**config.mk**
```make
export PLATFORM = sky130hd
export DESIGN_NAME = tpi_irq_ctrl
export DESIGN_NICKNAME = d
export VERILOG_FILES = /design/src/tpi_pkg.sv /design/src/tpi_irq_ctrl.sv
export SDC_FILE = /design/constraint.sdc
export NUM_CORES = 1
export LEC_CHECK = 0
export ABC_AREA = 1
export BUFFER_PORTS_ARGS = -buffer_cell sky130_fd_sc_hd__buf_2
export CAP_MARGIN = 5
export CORE_MARGIN = 2
export CORE_UTILIZATION = 44
export DETAILED_ROUTE_END_ITERATION = 12
export PLACE_DENSITY = 0.77
export SYNTH_ARGS = -nofsm -noshare
export SYNTH_HDL_FRONTEND = slang
export SYNTH_SLANG_ARGS = --single-unit
```
**constraint.sdc**
```tcl
create_clock -name mclk -period 0.9 [get_ports mclk]
set_input_delay 0.225 -clock mclk [delete_from_list [all_inputs] [get_ports mclk]]
set_output_delay 0.225 -clock mclk [all_outputs]
set_load 0.1 [all_outputs]
```
**src/tpi_pkg.sv**
```systemverilog
/*
  Constants, register map and bus carrier for the timer and pin
  interrupt request block. Assumes an 8-bit register port and a
  processor core on the same clock that takes the vector.
*/
package tpi_pkg;

  localparam int ADDR_W = 8;
  localparam int DATA_W = 8;
  localparam int PC_W   = 12;

  // Register offsets
  localparam logic [ADDR_W-1:0] OFS_REQ  = 8'hC8;
  localparam logic [ADDR_W-1:0] OFS_EN   = 8'hC9;
  localparam logic [ADDR_W-1:0] OFS_GIE  = 8'hDF;
  localparam logic [ADDR_W-1:0] OFS_EDGE = 8'hBF;

  // Bit positions shared by request and enable registers, then the global enable bit and edge select field
  localparam int BIT_PA  = 0;
  localparam int BIT_PB  = 1;
  localparam int BIT_TA  = 4;
  localparam int BIT_TB  = 6;
  localparam int BIT_GIE = 7;
  localparam int EDGE_LO = 3;
  localparam int EDGE_HI = 4;

  // Implemented bits of the request and enable registers
  localparam logic [DATA_W-1:0] SRC_MASK  = 8'h53;
  localparam logic [DATA_W-1:0] DATA_ZERO = 8'h00;

  // Pin A edge select codes
  localparam logic [1:0] EDGE_NONE = 2'h0;
  localparam logic [1:0] EDGE_RISE = 2'h1;
  localparam logic [1:0] EDGE_FALL = 2'h2;
  localparam logic [1:0] EDGE_BOTH = 2'h3;
  localparam logic [1:0] EDGE_RST  = EDGE_FALL;

  // Shared interrupt vector
  localparam logic [PC_W-1:0] VECTOR_ADDR = 12'h008;
  localparam logic [PC_W-1:0] PC_ZERO     = 12'h000;

  // Register port request
  typedef struct packed {
    logic [ADDR_W-1:0] addr;
    logic [DATA_W-1:0] wdata;
    logic              wr;
    logic              rd;
  } tpi_bus_req_t;

endpackage
```
**src/tpi_irq_ctrl.sv**
```systemverilog
/*
  Interrupt request and enable logic for two timer overflows and two
  external pins, with one shared vector. Assumes timer overflow
  pulses come from logic on mclk, pins are asynchronous, and the core
  reports the end of service with a one-cycle pulse.
*/
// Chosen here: the register addresses and the address-and-strobe port.
module tpi_irq_ctrl
  import tpi_pkg::*;
(
  input  wire logic              mclk,       // 200 MHz clock
  input  wire logic              rst_n,      // Async reset, low
  input  wire tpi_bus_req_t      bus,        // Register port request
  output logic [DATA_W-1:0]      rdData,     // Read data, next cycle
  input  wire logic              timerAOvf,  // Timer A overflow pulse
  input  wire logic              timerBOvf,  // Timer B overflow pulse
  input  wire logic              pinAIn,     // Pin A, asynchronous
  input  wire logic              pinBIn,     // Pin B, asynchronous
  input  wire logic              retiDone,   // Core left service
  output logic                   vectorTake, // Divert pulse to core
  output logic [PC_W-1:0]        vectorPc,   // Program counter load
  output logic                   stackPush,  // Push return address
  output logic                   irqPending  // Enabled request level
);

  // Address match, used by every decode
  function automatic logic hit(input logic [ADDR_W-1:0] a,
                               input logic [ADDR_W-1:0] ofs);
    hit = (a == ofs);
  endfunction

  // Edge match for the pin A select field
  function automatic logic edgeHit(input logic [1:0] sel,
                                   input logic       rise,
                                   input logic       fall);
    case (sel)
      EDGE_RISE: edgeHit = rise;
      EDGE_FALL: edgeHit = fall;
      EDGE_BOTH: edgeHit = rise | fall;
      default:   edgeHit = 1'b0;
    endcase
  endfunction

  logic              rstMeta;
  logic              rstSyncN;
  logic [1:0]        pinAMeta;
  logic [1:0]        pinBMeta;
  logic              pinASync;
  logic              pinBSync;
  logic              pinALast;
  logic              pinBLast;
  logic              riseA;
  logic              fallA;
  logic              fallB;
  logic [DATA_W-1:0] evVec;
  logic [DATA_W-1:0] reqReg;
  logic [DATA_W-1:0] reqNext;
  logic [DATA_W-1:0] enReg;
  logic              gieReg;
  logic [1:0]        edgeReg;
  logic              inSvcReg;
  logic              armed;
  logic              firing;
  logic              wrReq;
  logic              wrEn;
  logic              wrGie;
  logic              wrEdge;

  // Reset release through two flip-flops
  always_ff @(posedge mclk or negedge rst_n) begin
    if (!rst_n) begin
      rstMeta  <= 1'b0;
      rstSyncN <= 1'b0;
    end else begin
      rstMeta  <= 1'b1;
      rstSyncN <= rstMeta;
    end
  end

  // Pin synchronisers; first stage feeds only the second
  always_ff @(posedge mclk or negedge rstSyncN) begin
    if (!rstSyncN) begin
      pinAMeta <= 2'h0;
      pinBMeta <= 2'h0;
    end else begin
      pinAMeta <= {pinAMeta[0], pinAIn};
      pinBMeta <= {pinBMeta[0], pinBIn};
    end
  end

  assign pinASync = pinAMeta[1];
  assign pinBSync = pinBMeta[1];

  // Previous synchronised level for edge detection
  always_ff @(posedge mclk or negedge rstSyncN) begin
    if (!rstSyncN) begin
      pinALast <= 1'b0;
      pinBLast <= 1'b0;
    end else begin
      pinALast <= pinASync;
      pinBLast <= pinBSync;
    end
  end

  // Edge detection on synchronised pins
  assign riseA = pinASync & ~pinALast;
  assign fallA = ~pinASync & pinALast;
  assign fallB = ~pinBSync & pinBLast;

  // Trigger events in request register layout
  always_comb begin
    evVec          = DATA_ZERO;
    evVec[BIT_PA]  = edgeHit(edgeReg, riseA, fallA);
    evVec[BIT_PB]  = fallB;
    evVec[BIT_TA]  = timerAOvf;
    evVec[BIT_TB]  = timerBOvf;
  end

  // Write decode
  assign wrReq  = bus.wr & hit(bus.addr, OFS_REQ);
  assign wrEn   = bus.wr & hit(bus.addr, OFS_EN);
  assign wrGie  = bus.wr & hit(bus.addr, OFS_GIE);
  assign wrEdge = bus.wr & hit(bus.addr, OFS_EDGE);

  // Flag update: event wins over a software clear
  always_comb begin
    if (wrReq) begin
      reqNext = (bus.wdata & SRC_MASK) | evVec;
    end else begin
      reqNext = reqReg | evVec;
    end
  end

  // Request flags, never cleared by vectoring
  always_ff @(posedge mclk or negedge rstSyncN) begin
    if (!rstSyncN) begin
      reqReg <= DATA_ZERO;
    end else begin
      reqReg <= reqNext;
    end
  end

  // Source enables
  always_ff @(posedge mclk or negedge rstSyncN) begin
    if (!rstSyncN) begin
      enReg <= DATA_ZERO;
    end else if (wrEn) begin
      enReg <= bus.wdata & SRC_MASK;
    end
  end

  // Global enable, cleared by reset
  always_ff @(posedge mclk or negedge rstSyncN) begin
    if (!rstSyncN) begin
      gieReg <= 1'b0;
    end else if (wrGie) begin
      gieReg <= bus.wdata[BIT_GIE];
    end
  end

  // Pin A edge select
  always_ff @(posedge mclk or negedge rstSyncN) begin
    if (!rstSyncN) begin
      edgeReg <= EDGE_RST;
    end else if (wrEdge) begin
      edgeReg <= bus.wdata[EDGE_HI:EDGE_LO];
    end
  end

  // Diversion needs a flag, its enable and the global enable
  assign armed  = (|(reqReg & enReg)) & gieReg;
  assign firing = armed & ~inSvcReg;

  // Service state keeps one take per entry
  always_ff @(posedge mclk or negedge rstSyncN) begin
    if (!rstSyncN) begin
      inSvcReg <= 1'b0;
    end else if (firing) begin
      inSvcReg <= 1'b1;
    end else if (retiDone) begin
      inSvcReg <= 1'b0;
    end
  end

  // Vector take, program counter load and stack push
  always_ff @(posedge mclk or negedge rstSyncN) begin
    if (!rstSyncN) begin
      vectorTake <= 1'b0;
      stackPush  <= 1'b0;
      vectorPc   <= PC_ZERO;
    end else begin
      vectorTake <= firing;
      stackPush  <= firing;
      if (firing) begin
        vectorPc <= VECTOR_ADDR;
      end
    end
  end

  // Pending level for the core
  always_ff @(posedge mclk or negedge rstSyncN) begin
    if (!rstSyncN) begin
      irqPending <= 1'b0;
    end else begin
      irqPending <= armed;
    end
  end

  // Read data, valid only in the cycle after the strobe
  always_ff @(posedge mclk or negedge rstSyncN) begin
    if (!rstSyncN) begin
      rdData <= DATA_ZERO;
    end else if (!bus.rd) begin
      rdData <= DATA_ZERO;
    end else if (hit(bus.addr, OFS_REQ)) begin
      rdData <= reqReg;
    end else if (hit(bus.addr, OFS_EN)) begin
      rdData <= enReg;
    end else if (hit(bus.addr, OFS_GIE)) begin
      rdData <= {gieReg, 7'h00};
    end else if (hit(bus.addr, OFS_EDGE)) begin
      rdData <= {3'h0, edgeReg, 3'h0};
    end else begin
      rdData <= DATA_ZERO;
    end
  end
endmodule // tpi_irq_ctrl

```
==> results.md <==
- Crit-path max FO: 2
- Synth area leaders: dfrtp_1 (52%), nand2_1 (8.0%), buf_4 (7.0%)
- Post-synth EDFFs: 0
- Core area: between 3000 and 4000 um^2
- Element type at the critical path end: primary output
- Tcrit/Tclk final: 1.38
- Hold Fails Final Rpt: 0
- Post-Synth Adder-Cell Area: 0.0179
- CTS max path bufs: 2
- Die H: just over 60 um
- Mux contribution to synthesized area: 0
- DR DRC count: 0
- Largest net degree at the start of global routing: 17
- Post-synth cell types: 22
- Critical Path RT: 0.67 ns
- Routability cong.: roughly 0.84
- Worst r2r dst: reqReg[0]$_DFF_PN0_
- Synth-to-layout area growth: 47.7%
- Most used flip-flop cell after synthesis: dfrtp_1
- H-tree levels: 2
- Most frequent cell after synthesis: nand2_1
- Cell family with most CP delay: flip-flops
- Simple-gate share of the synthesized area: 0.235
- Clock skew: roughly 0.0052 ns
- Post-DP HPWL: 2.02 mm
- Worst path bufs/invs: 1
- Initial cell density of the core: 0.462
- FF+latch count, synth: 30
- Post-synthesis compound-gate area fraction: 0.0679
- Drt pass-1 iters: 4
- Vias/cell: 4.37
- Register area share after synthesis: 0.537
- Synth area leader: dfrtp_1
- Grt ovf: 0
- Max-slew violations: 0
- Total power: approximately 0.0029 W
- Max rail drop VDD: roughly 1300 uV
- Combinational family with the most area after synthesis: simple AND/OR/NAND/NOR gates
- Die X: 60.4 um
- Share of layout cells above drive strength 1: 0.449
- Number of fill cells: between 200 and 250
- Ys async rst share: 1.00
- Unrepaired setup endpoints after global routing: true
- Utilization after layout: 0.683
- Crit-path cells: buf_12
- Status: complete, but fails checks
- Full die area: 3650 um^2
- Lkg Pwr: 1.03 nW
- Storage element area: between 700 and 800 um^2
- Pwr dens: about 1400 nW/um^2
- Drt first-iter violations: 16
- Total CTS buffers: 5
- Root buf cell: clkbuf_4
- Max Clk Rate: between 800 and 900 MHz
- CTS tree: built
- # rows: 20
- Failing checks: setup timing
- Antenna cell count: 0
- Post-route ant nets: 0
- Crit Path Class: reg2out
- First-pass GRT wire length: about 4.2 mm
- Hold Path Class: reg2async
- Ys Warns: 0
- CTS Sinks: 30
- Reg clk slew, reported paths: about 0.080 ns
- WL final: 2.70 mm
- Worst path slowest cell: dfrtp_4
- Worst R2R Path Depth: 5
- Worst Path Arrival: 1.02 ns
- Syn Area/Cell: 9.03 um^2
- CP Depth: 1
- Vias in the first global route: roughly 1000
- Clk_lat worst skew: 0.33 ns
- Tot GR Track Use: 0.158
- Top Ports: between 40 and 50
- Worst R2R Start: pinALast$_DFF_PN0_
- Final nets: around 240
- Fin worst setup slack: -0.345 ns
- MaxCap Viol Count: 0
- Final hold slack: ~0.086 ns
- Vias: ~1100
- Area occupied by multi-input gates: approximately 550 um^2
- Cell area after synthesis: around 1400 um^2
- Worst Setup Start Kind: flip-flop
- Place WS: -0.269 ns
- Post-Synth XOR/XNOR Area: 0
- Routed wire per std cell: just over 10 um
- Port Buffers: 34
- Critical Path Max Stage Delay: 0.51 ns
- Syn Inst Count: ~160
- Commonest cells in the netlist: nand2_1 (30), dfrtp_1 (29), inv_1 (20)
- Worst R2R Setup Slack: -0.27 ns
- Post-synth top area share: 0.518
- Clock period minus worst slack: approximately 1.2 ns
- Setup Viol. Count Final: 19
- Initial antenna violation count: 0
## logic make-up after synthesis
kind of cell,after synthesis
and+or+nand+nor,66
buffers and inverters,36
DFF,30
AOI/OAI and AO/OA,19
adders and majority gates,2
other,2
## cell type report
class / instances / share of cell area
clock buffer: 7 / 0.0266
clock inverter: 1 / 0.00242
inverter: 22 / 0.0484
multi-input combinational: 100 / 0.266
sequential: 30 / 0.372
tap: 44 / 0.0266
timing repair buffer: 56 / 0.258
## power by group
group	total, W	internal (W)	switching (W)
combinational	0.000616	0.000171	0.000445
sequential	0.00143	0.00140	0.0000318
clock	0.000827	0.000378	0.000449
total	0.00287	0.00195	0.000926
## sequential cells by signal, indices dropped and copies added (netlist names)
signal / flops
inSvcReg: 1
rdData: 7
pinALast: 1
rstSyncN: 1
pinBLast: 1
pinAMeta: 2
enReg: 4
edgeReg: 2
stackPush: 1
rstMeta: 1
vectorPc: 1
pinBMeta: 2
irqPending: 1
gieReg: 1
reqReg: 4
## metrics by stage
step	instance area [um^2]	std cells	TNS (ns)
floorplan	1510	166	-1.16
global placement	1890	244	-3.29
detailed placement	1890	244	-3.60
CTS	1990	256	-3.90
global route	2070	260	-4.65
finish	2070	260	-3.92
## how the worst max path moves through the flow
| stage | end | start | slack, ns |
|---|---|---|---|
| after global placement | enReg[4]$_DFFE_PN0P_ | bus[15] | -0.23 |
| after detailed placement | reqReg[0]$_DFF_PN0_ | pinAMeta[1]$_DFF_PN0_ | -0.27 |
| after CTS | rdData[2] | rdData[2]$_DFF_PN0_ | -0.35 |
| final | rdData[2] | rdData[2]$_DFF_PN0_ | -0.35 |
| after floorplan | rdData[5] | rdData[2]$_DFF_PN0_ | -0.19 |
| after global routing | rdData[5] | rdData[2]$_DFF_PN0_ | -0.38 |
## metal layers
| metal | wire length (um) | global-route usage |
|---|---|---|
| met3 | 150 | 0.0448 |
| met2 | 1340 | 0.272 |
| met4 | 41 | 0.0652 |
| met5 | 0 | 0 |
| met1 | 1160 | 0.186 |
## timing repair
| item | CTS | global route |
|---|---|---|
| hold endpoints to repair | 4 | 0 |
| pin swaps | 1 | 10 |
| hold buffers | 3 | 0 |
| endpoints found under the setup margin | 16 | 18 |
| resized for setup | 0 | 17 |
| buffers inserted | 1 | 4 |
## cell usage in the layout (no fill, tap or decap)
master / n
nand2_2: 3
dfrtp_2: 8
ha_1: 2
nand4_1: 1
a21oi_1: 4
nand3_4: 1
inv_6: 1
conb_1: 13
dfstp_2: 1
nor2_4: 4
nand2_1: 28
nor2_2: 3
inv_1: 17
dfrtp_4: 2
nand2_4: 2
dlygate4sd3_1: 3
o21ai_2: 3
nand3_1: 10
buf_4: 18
buf_2: 21
nor2_1: 6
clkinv_1: 1
buf_12: 12
clkbuf_8: 1
o21ai_1: 11
inv_12: 1
nand3_2: 3
or2_2: 1
clkbuf_4: 5
inv_2: 2
nor3_1: 3
clkbuf_1: 1
or2_4: 1
dfrtp_1: 19
a21oi_2: 1
buf_6: 2
clkinv_2: 1
No activity file was read; power rests on OpenSTA's default activity.
